## src/glk_map.svh

```systemverilog
`ifndef GLK_MAP_SVH
`define GLK_MAP_SVH

// clock and timebase
`define GLK_SYS_CLK_HZ 10000000
`define GLK_TICK_MS 1
`define GLK_TICK_CYC ((`GLK_SYS_CLK_HZ / 1000) * `GLK_TICK_MS)

// release delay selection, three ranges
`define GLK_REL_FINE_MS 100
`define GLK_REL_FINE_LAST 10
`define GLK_REL_MID_BASE_MS 1500
`define GLK_REL_MID_MS 500
`define GLK_REL_MID_LAST 28
`define GLK_REL_COARSE_BASE_MS 15000
`define GLK_REL_COARSE_MS 5000

// feedback window selection, three ranges
`define GLK_FBW_FINE_MS 10
`define GLK_FBW_FINE_LAST 9
`define GLK_FBW_MID_BASE_MS 150
`define GLK_FBW_MID_MS 50
`define GLK_FBW_MID_LAST 27
`define GLK_FBW_COARSE_BASE_MS 1500
`define GLK_FBW_COARSE_MS 500

// reset values
`define GLK_RST_MS 15'h0000
`define GLK_RST_DIV 14'h0000
`define GLK_RST_BIT 1'h0

`endif

```

## src/glk_pkg.sv

```systemverilog
package glk_pkg;

   typedef logic [14:0] glk_ms_t;
   typedef logic [4:0]  glk_sel_t;
   typedef logic [13:0] glk_div_t;

   typedef enum logic [1:0] {
      ST_LOCKED   = 2'h0,
      ST_DELAY    = 2'h1,
      ST_UNLOCKED = 2'h2
   } glk_state_e;

   typedef struct packed {
      glk_state_e st;
      glk_ms_t    dly_cnt;
      glk_ms_t    fbw_cnt;
      logic       fb_wait;
      logic       fault;
      logic       unl;
      logic       energise;
      logic       main_out;
      logic       fault_flag;
   } glk_state_s;

   typedef struct packed {
      glk_div_t cnt;
      logic     tick;
   } glk_tick_s;

endpackage

```

## src/glk_tick_if.sv

```systemverilog
`timescale 1ns/100ps
`default_nettype none

// millisecond timebase shared by both delay timers
interface glk_tick_if;
   logic tick;
   modport src (output tick);
   modport dst (input tick);
endinterface

`default_nettype wire

```

## src/glk_tick.sv

```systemverilog
`timescale 1ns/100ps
`default_nettype none
`include "glk_map.svh"

// free-running divider, one-cycle tick per millisecond
module glk_tick
   import glk_pkg::*;
#(
   parameter glk_div_t TICK_CYC = glk_div_t'(`GLK_TICK_CYC)
)(
   input  wire logic sys_clk,
   input  wire logic rst_b,
   glk_tick_if.src   tb
);

   glk_tick_s r_reg;
   glk_tick_s r_next;

   // wrap at the period; never restarted, so both timers share phase
   always_comb begin
      r_next = r_reg;
      r_next.tick = 1'h0;
      if (r_reg.cnt >= glk_div_t'(TICK_CYC - glk_div_t'(1))) begin
         r_next.cnt  = `GLK_RST_DIV;
         r_next.tick = 1'h1;
      end else begin
         r_next.cnt = r_reg.cnt + glk_div_t'(1);
      end
   end

   always_ff @(posedge sys_clk or negedge rst_b) begin
      if (!rst_b) begin
         r_reg <= '{cnt: `GLK_RST_DIV, tick: `GLK_RST_BIT};
      end else begin
         r_reg <= r_next;
      end
   end

   assign tb.tick = r_reg.tick;

endmodule

`default_nettype wire

```

## src/glk_supervisor.sv

```systemverilog
`timescale 1ns/100ps
`default_nettype none
`include "glk_map.svh"

// Behaviour
// - cross-check request, door and feedback; all outputs follow that check
// - request high means unlock, request low means lock again
// - no-door mode: main output high only if feedback locked and no fault
// - with-door mode: main output high only if door closed and locked
// - unlock request drops main output at once, then releases drive
// - any fault holds main output low
// - release delay elapses before drive switches to unlocking
// - drive is one two-valued energise signal
// - feedback must follow drive within window, else fault
// - feedback following within window raises no fault
// - enabled fault flag is high on fault, low otherwise
// - with-door mode: door open while commanded locked is a fault
// - gate-absent option selects no-door mode, door input ignored
// - door input high means door closed
// - no-door mode: request low relocks with no delay
// - main output returns high once relock confirmed and no fault
// - spring lock: de-energised is locked, energised is unlocked
// - release delay 0-1 s/100 ms, 1.5-10 s/0.5 s, 15-25 s/5 s
// - window 10-100 ms/10 ms, 150 ms-1 s/50 ms, 1.5-3 s/0.5 s
module glk_supervisor
   import glk_pkg::*;
#(
   parameter glk_div_t TICK_CYC = glk_div_t'(`GLK_TICK_CYC)
)(
   input  wire logic sys_clk,
   input  wire logic rst_b,
   input  wire logic unlock_req,
   input  wire logic lock_fbk,
   input  wire logic door_closed,
   input  wire logic gate_absent,
   input  wire logic spring_lock,
   input  wire logic fault_out_en,
   input  wire glk_sel_t unlock_sel,
   input  wire glk_sel_t fbk_sel,
   output var  logic lock_energise,
   output var  logic main_out,
   output var  logic fault_flag
);

   logic       rst_meta_b;
   logic       rst_sync_b;
   glk_state_s r_reg;
   glk_state_s r_next;
   glk_ms_t    rel_target;
   glk_ms_t    fbw_target;
   logic       locked_fb;
   logic       fb_match;
   logic       door_ok;
   logic       tick;

   glk_tick_if tick_bus ();

   // reset release through two flops; assertion is immediate
   always_ff @(posedge sys_clk or negedge rst_b) begin
      if (!rst_b) begin
         rst_meta_b <= 1'h0;
         rst_sync_b <= 1'h0;
      end else begin
         rst_meta_b <= 1'h1;
         rst_sync_b <= rst_meta_b;
      end
   end

   // shared timebase
   // one divider for both timers keeps the tick phase common
   glk_tick #(
      .TICK_CYC (TICK_CYC)
   ) u_tick (
      .sys_clk (sys_clk),
      .rst_b   (rst_sync_b),
      .tb      (tick_bus.src)
   );

   assign tick = tick_bus.tick;

   // release delay decode
   // index 0..10 fine, 11..28 mid, 29..31 coarse
   function automatic glk_ms_t rel_ms(input glk_sel_t s);
      int i;
      int v;
      i = int'(s);
      if (i <= `GLK_REL_FINE_LAST) begin
         v = i * `GLK_REL_FINE_MS;
      end else if (i <= `GLK_REL_MID_LAST) begin
         v = `GLK_REL_MID_BASE_MS
             + (i - `GLK_REL_FINE_LAST - 1) * `GLK_REL_MID_MS;
      end else begin
         v = `GLK_REL_COARSE_BASE_MS
             + (i - `GLK_REL_MID_LAST - 1) * `GLK_REL_COARSE_MS;
      end
      return glk_ms_t'(v);
   endfunction

   // feedback window decode
   // index 0..9 fine, 10..27 mid, 28..31 coarse
   function automatic glk_ms_t fbw_ms(input glk_sel_t s);
      int i;
      int v;
      i = int'(s);
      if (i <= `GLK_FBW_FINE_LAST) begin
         v = (i + 1) * `GLK_FBW_FINE_MS;
      end else if (i <= `GLK_FBW_MID_LAST) begin
         v = `GLK_FBW_MID_BASE_MS
             + (i - `GLK_FBW_FINE_LAST - 1) * `GLK_FBW_MID_MS;
      end else begin
         v = `GLK_FBW_COARSE_BASE_MS
             + (i - `GLK_FBW_MID_LAST - 1) * `GLK_FBW_COARSE_MS;
      end
      return glk_ms_t'(v);
   endfunction

   assign rel_target = rel_ms(unlock_sel);
   assign fbw_target = fbw_ms(fbk_sel);

   // feedback polarity
   // contact closed means magnet energised; spring type locks unpowered
   assign locked_fb = spring_lock ? ~lock_fbk : lock_fbk;

   // door input high is door closed
   assign door_ok = gate_absent | door_closed;

   // feedback agrees with what the drive currently commands
   assign fb_match = (locked_fb == ~r_reg.unl);

   // next-state logic for the whole supervisor
   always_comb begin
      r_next = r_reg;

      // window check
      // the window may overrun by up to one tick, never shorten
      if (r_reg.fb_wait) begin
         if (fb_match) begin
            r_next.fb_wait = 1'h0;
         end else if (r_reg.fbw_cnt > fbw_target) begin
            r_next.fault   = 1'h1;
            r_next.fb_wait = 1'h0;
         end else if (tick) begin
            r_next.fbw_cnt = r_reg.fbw_cnt + glk_ms_t'(1);
         end
      end else if (!fb_match) begin
         // late or spontaneous change outside a window
         r_next.fault = 1'h1;
      end

      if (!gate_absent && !r_reg.unl && !door_closed) begin
         r_next.fault = 1'h1;
      end

      case (r_reg.st)
         ST_LOCKED: begin
            if (unlock_req) begin
               r_next.st      = ST_DELAY;
               r_next.dly_cnt = `GLK_RST_MS;
            end
         end
         ST_DELAY: begin
            if (!unlock_req) begin
               // withdrawn before release, drive never moved
               r_next.st = ST_LOCKED;
            end else if (r_reg.dly_cnt >= rel_target) begin
               r_next.st      = ST_UNLOCKED;
               r_next.unl     = 1'h1;
               r_next.fb_wait = 1'h1;
               r_next.fbw_cnt = `GLK_RST_MS;
            end else if (tick) begin
               r_next.dly_cnt = r_reg.dly_cnt + glk_ms_t'(1);
            end
         end
         ST_UNLOCKED: begin
            // with a door, relock waits for it to be closed
            if (!unlock_req && door_ok) begin
               r_next.st      = ST_LOCKED;
               r_next.unl     = 1'h0;
               r_next.fb_wait = 1'h1;
               r_next.fbw_cnt = `GLK_RST_MS;
            end
         end
         default: begin
            r_next.st  = ST_LOCKED;
            r_next.unl = 1'h0;
         end
      endcase

      r_next.energise = spring_lock ? r_next.unl : ~r_next.unl;

      r_next.main_out = (r_next.st == ST_LOCKED) && !r_next.unl
                        && !r_next.fb_wait && !r_next.fault
                        && locked_fb && door_ok && !unlock_req;

      r_next.fault_flag = fault_out_en & r_next.fault;
   end

   // reset state
   // energise resets low; a non-spring lock sees the locking level
   // one cycle after release
   always_ff @(posedge sys_clk or negedge rst_sync_b) begin
      if (!rst_sync_b) begin
         r_reg <= '{st: ST_LOCKED, dly_cnt: `GLK_RST_MS,
                    fbw_cnt: `GLK_RST_MS, fb_wait: `GLK_RST_BIT,
                    fault: `GLK_RST_BIT, unl: `GLK_RST_BIT,
                    energise: `GLK_RST_BIT, main_out: `GLK_RST_BIT,
                    fault_flag: `GLK_RST_BIT};
      end else begin
         r_reg <= r_next;
      end
   end

   assign lock_energise = r_reg.energise;
   assign main_out      = r_reg.main_out;
   assign fault_flag    = r_reg.fault_flag;
endmodule

`default_nettype wire

```

## config.mk

```make
export PLATFORM = sky130hd
export DESIGN_NAME = glk_supervisor
export DESIGN_NICKNAME = d
export VERILOG_FILES = /design/src/glk_pkg.sv /design/src/glk_tick_if.sv /design/src/glk_tick.sv /design/src/glk_supervisor.sv
export VERILOG_INCLUDE_DIRS = /design/src
export SDC_FILE = /design/constraint.sdc
export NUM_CORES = 1
export LEC_CHECK = 0
export ABC_CLOCK_PERIOD_IN_PS = 2300
export BUFFER_PORTS_ARGS = -buffer_cell sky130_fd_sc_hd__buf_2
export CORE_UTILIZATION = 66
export DETAILED_ROUTE_END_ITERATION = 10
export PLACE_DENSITY_LB_ADDON = 0.3
export SLEW_MARGIN = 30
export SYNTH_ARGS = -nofsm -noshare
export SYNTH_HDL_FRONTEND = slang
export SYNTH_SLANG_ARGS = --single-unit
```

## constraint.sdc

```tcl
create_clock -name sys_clk -period 2.3 [get_ports sys_clk]
set_input_delay 0.115 -clock sys_clk [delete_from_list [all_inputs] [get_ports sys_clk]]
set_output_delay 0.115 -clock sys_clk [all_outputs]
set_load 0.03 [all_outputs]
```

==> flow_summary.yaml, run 1 <==
outcome:
  status: "did not finish"
  stop_stage: "5_1_grt"
  error: "[ERROR GRT-0232] Routing congestion too high. Check the congestion heatmap in the GUI."
clocking:
  cts_buffer_depth: 2
  cts_sinks: 55
  numCtsBuffers: 5
  htreeDepth: 2
  cts-root-buf: "clkbuf_16"
synthesis:
  synth_top_family_by_area: "adder cells"
  synth-compound-area-share: 0.178
  synthFlopType: "dfrtp_1"
  yosys_warnings: 0
  synth_area_um2: 9430
  synth-xor-area-share: 0.119
  synth.largest_area_cell: "ha_1"
  synth_edf_count: 0
  synth_cells: 1101
  synth_nets: 1338
  synthDistinctLibCells: 90
  synthArstFlopShare: 1.00
  synth_mux_area_frac: 0.00451
  ys_ff_latch: 55
  ys_top_cells_by_area: "ha_1, dfrtp_1, fa_1"
  synth_top_area_share: 0.235
  seq_area_frac_synth: 0.146
  synthAdderAreaFrac: 0.325
  avgSynthCellArea_um2: 8.57
  synthSimpleGateAreaFrac: 0.157
place:
  place.detailed.hpwl_um: 20400
  gp_congestion: 0.873
  numPortBuffers: 20
  dp.cells: 1525
global_route:
  grt.total_usage: 0.754
  grt_max_degree: 37
  grt_overflow: 69
sta:
  worstEndpointGrtRepair: "r_reg[11]$_DFF_PN0_/D"
  endpoint_type: "register input"
floorplanning:
  dieWidth_um: 122
  die_h_um: 122
  start_util: 0.677
  rows: 43
  io_pins: 21
[routing by layer]
metal	global-route usage	GRT overflow
met3	0.562	0
met4	0.813	32
met2	0.945	36
met1	0.749	1
met5	0.0972	0
[cell usage after synthesis, drive strengths merged (15+ instances only)]
cell	count
ha	177
clkbuf	17
a21oi	68
a21o	22
nand2	66
xnor2	91
inv	141
dfrtp	55
nand3	28
nor3	15
fa	42
nor2	101
a211oi	19
o21ai	47
xor2	30
[cells by family after synthesis]
kind of cell               Yosys count
buffers and inverters              169
muxes                                4
AOI/OAI and AO/OA                  237
adders and majority gates          220
DFF                                 55
xor gates and xnor gates           123
other                                1
and+or+nand+nor                    292
[what timing repair did]
action	4_1_cts
setup endpoints to repair	38
pin swaps	65
gates cloned	1
resized for setup	91
hold buffers	1
hold endpoints to repair	2
buffers inserted	16
[per-stage QoR]
stage          setup slack, ns  area (um^2)
3_5_place_dp             -4.72        11800
3_3_place_gp             -4.41        11800
2_1_floorplan            -4.29         9810
4_1_cts                  -4.19        12500
==> run 2: changes to the inputs <==
--- a/config.mk
+++ b/config.mk
@@ -8,9 +8,9 @@
 export LEC_CHECK = 0
 export ABC_CLOCK_PERIOD_IN_PS = 2300
 export BUFFER_PORTS_ARGS = -buffer_cell sky130_fd_sc_hd__buf_2
-export CORE_UTILIZATION = 66
+export CORE_UTILIZATION = 40
 export DETAILED_ROUTE_END_ITERATION = 10
-export PLACE_DENSITY_LB_ADDON = 0.3
+export PLACE_DENSITY_LB_ADDON = 0.15
 export SLEW_MARGIN = 30
 export SYNTH_ARGS = -nofsm -noshare
 export SYNTH_HDL_FRONTEND = slang
==> run 2 against run 1 <==
The flow now finishes, with violations (setup timing). Area after synthesis is the same. Synthesized cell count did not move.
==> flow_summary.yaml, run 2 <==
setup_path:
  cp_slowest_cell: "fa_2"
  worstPathRequired_ns: 2.48
  crit_type: "input pin to flip-flop"
  cp-start-kind: "input pin"
  worstPathArrival_ns: 6.58
  cp_max_fo: 7
  slowest_delay_ns: 0.55
  critPathCaptureType: "flip-flop"
final_layout:
  finalNetCount: 1640
  n_antenna_cell: 0
  final_area_um2: 13200
  multi_input_area_um2: 8190
  final-seq-area_um2: 1380
  layout_common_cells: "buf_4, ha_1, inv_1"
  final_common_cell: "buf_4"
  largest_reg_flops: 35
  drive_gt1_frac: 0.353
  fill_cells: 2056
  areaGrowthSynthToFinish_pct: 40.1
synthesis:
  ys_top_cells_by_area: "ha_1, dfrtp_1, fa_1"
  synth_area_um2: 9430
  avgSynthCellArea_um2: 8.57
  ys_ff_latch: 55
  yosys_warnings: 0
  synth_most_common_cell: "ha_1"
  synth_top_area_share: 0.235
  synth_edf_count: 0
  seq_area_frac_synth: 0.146
  synth_nets: 1338
  synthArstFlopShare: 1.00
  synth_cells: 1101
  yosys-top-cells-count: "ha_1, inv_1, nor2_1, xnor2_1, nand2_1"
  synthDistinctLibCells: 90
  synthFlopType: "dfrtp_1"
  synth.largest_area_cell: "ha_1"
sta:
  hold_violations: 0
  worstMarginPinSlew_ns: 0.856
  layout_setup_ws_ns: -4.09
  clock.fmax_mhz: 156
  maxSlewViolCount: 0
  setup_viol: 38
  period_needed_ns: 6.39
  skew_ns: 0.00712
  slew_headroom: 0.428
  finalSetupTns_ns: -148.98
  min_period_over_period: 2.78
  rsz0062_at_grt: "yes"
outcome:
  violations: "setup timing"
  status: "finished with violations"
power_and_ir_drop:
  report.power.total_mw: 18.4
  p_per_area_nw_per_um2: 1390
  clock_power_share: 0.043
  internal-power_mw: 10.1
  sw_frac_of_total: 0.449
  netSwitchingPower_mw: 8.26
  p_leak_nw: 6.41
  combPwrFrac: 0.899
  seq_power_share: 0.058
  irDropWorstVdd_mv: 1.19
place:
  numPortBuffers: 20
  post_dp_cell_area_um2: 12200
  post-place-ws_ns: -4.68
  place.detailed.hpwl_um: 18900
  gp_congestion: 0.840
detailed_routing:
  antenna_left: 0
  wl_um: 23700
  via_per_inst: 4.91
  top_layer_used: "met4"
  drt_iter0_drc: 279
  route.met2.wl_um: 11700
  dr_wl_met3_um: 446
  via_count: 8437
  drtPass1Iterations: 5
  wl_per_cell_um: 13.8
  drc: 0
  wl_met1_um: 11200
floorplanning:
  io_pins: 21
  start_util: 0.412
  die_h_um: 156
  rows: 55
  coreArea_um2: 22900
  fp.dieArea_um2: 24200
  dieWidth_um: 156
clocking:
  cts-root-buf: "clkbuf_16"
  cts_tree: "done"
  clk_pin_slew_worst_paths_ns: 0.08
  numCtsBuffers: 5
  cts_sinks: 55
  cts_buffer_depth: 2
  htreeDepth: 2
  clock_latency_ns: 0.30
run:
  drv_cap: 0
global_route:
  grt_pass1_vias: 8738
  grt.total_usage: 0.206
  antenna_found_initial: 0
  grt_max_degree: 44
  grt_overflow: 0
  grt_pass1_wl_um: 40900
hold_path:
  hp-class: "input pin to flip-flop"
run 2: final timing paths:
path                       slack, ns            end        start  cells after the start
setup / recovery               -4.09      r_reg[14]   fbk_sel[0]                     34
setup reg to reg               -0.34      r_reg[17]    r_reg[10]                      9
hold reg to reg                 0.14     fault_flag   rst_sync_b                      0
min in group asynchronous       0.11     rst_sync_b        rst_b                      2
max in group asynchronous       1.64      r_reg[29]   rst_sync_b                      1
hold / removal                  0.02  lock_energise  spring_lock                      2
run 2: cells by family after synthesis:
logic type	synth area share
DFF	0.146
AOI/OAI and AO/OA	0.178
other	0.000398
xor gates and xnor gates	0.119
muxes	0.00451
adders and majority gates	0.325
and+or+nand+nor	0.157
buffers and inverters	0.0708
run 2: per-layer routing:
| layer | global-route usage | vias to the layer above |
|---|---|---|
| met1 | 0.265 | 3944 |
| met4 | 0.0401 | 0 |
| li1 | - | 4387 |
| met5 | 0 | - |
| met2 | 0.376 | 82 |
| met3 | 0.0183 | 24 |
run 2: per-stage QoR:
stage / hold slack [ns] / utilization / cells
floorplan: -0.181 / - / 1101
global placement: -0.0993 / 0.532 / 1682
detailed placement: -0.0989 / 0.532 / 1682
CTS: 0.0233 / 0.568 / 1712
global route: 0.0178 / 0.577 / 1717
finish: 0.0228 / 0.577 / 1717
run 2: power groups by stage:
stage,combinational (mW),clock [mW],sequential [mW]
after CTS,16.0,0.813,1.06
after detailed placement,15.0,0,1.07
after global placement,15.0,0,1.07
after floorplan,9.66,0,1.09
after global routing,18.4,0.864,1.07
final,16.5,0.797,1.06
run 2: layout make-up:
type,instances,area share
well taps,313,0.0296
flip-flops and latches,55,0.104
clock inverters,3,0.00218
inverters,141,0.0421
clock buffers,5,0.00947
repair buffers,323,0.193
multi-input cells,877,0.620
run 2: worst max-delay path, delay by kind of cell:
| family | cells | cell delay [ns] |
|---|---|---|
| compound gates | 7 | 1.52 |
| xor+xnor | 3 | 0.52 |
| fa+ha+maj | 7 | 2.73 |
| buf+inv | 8 | 0.59 |
| simple gates | 9 | 1.11 |
run 2: what timing repair did:
item	4_1_cts	5_1_grt
resized for setup	108	38
gates cloned	0	0
pin swaps	77	38
endpoints found under the setup margin	38	38
hold buffers	1	0
endpoints found under the hold margin	2	0
buffers inserted	22	6
No activity file was read; power rests on OpenSTA's default activity.
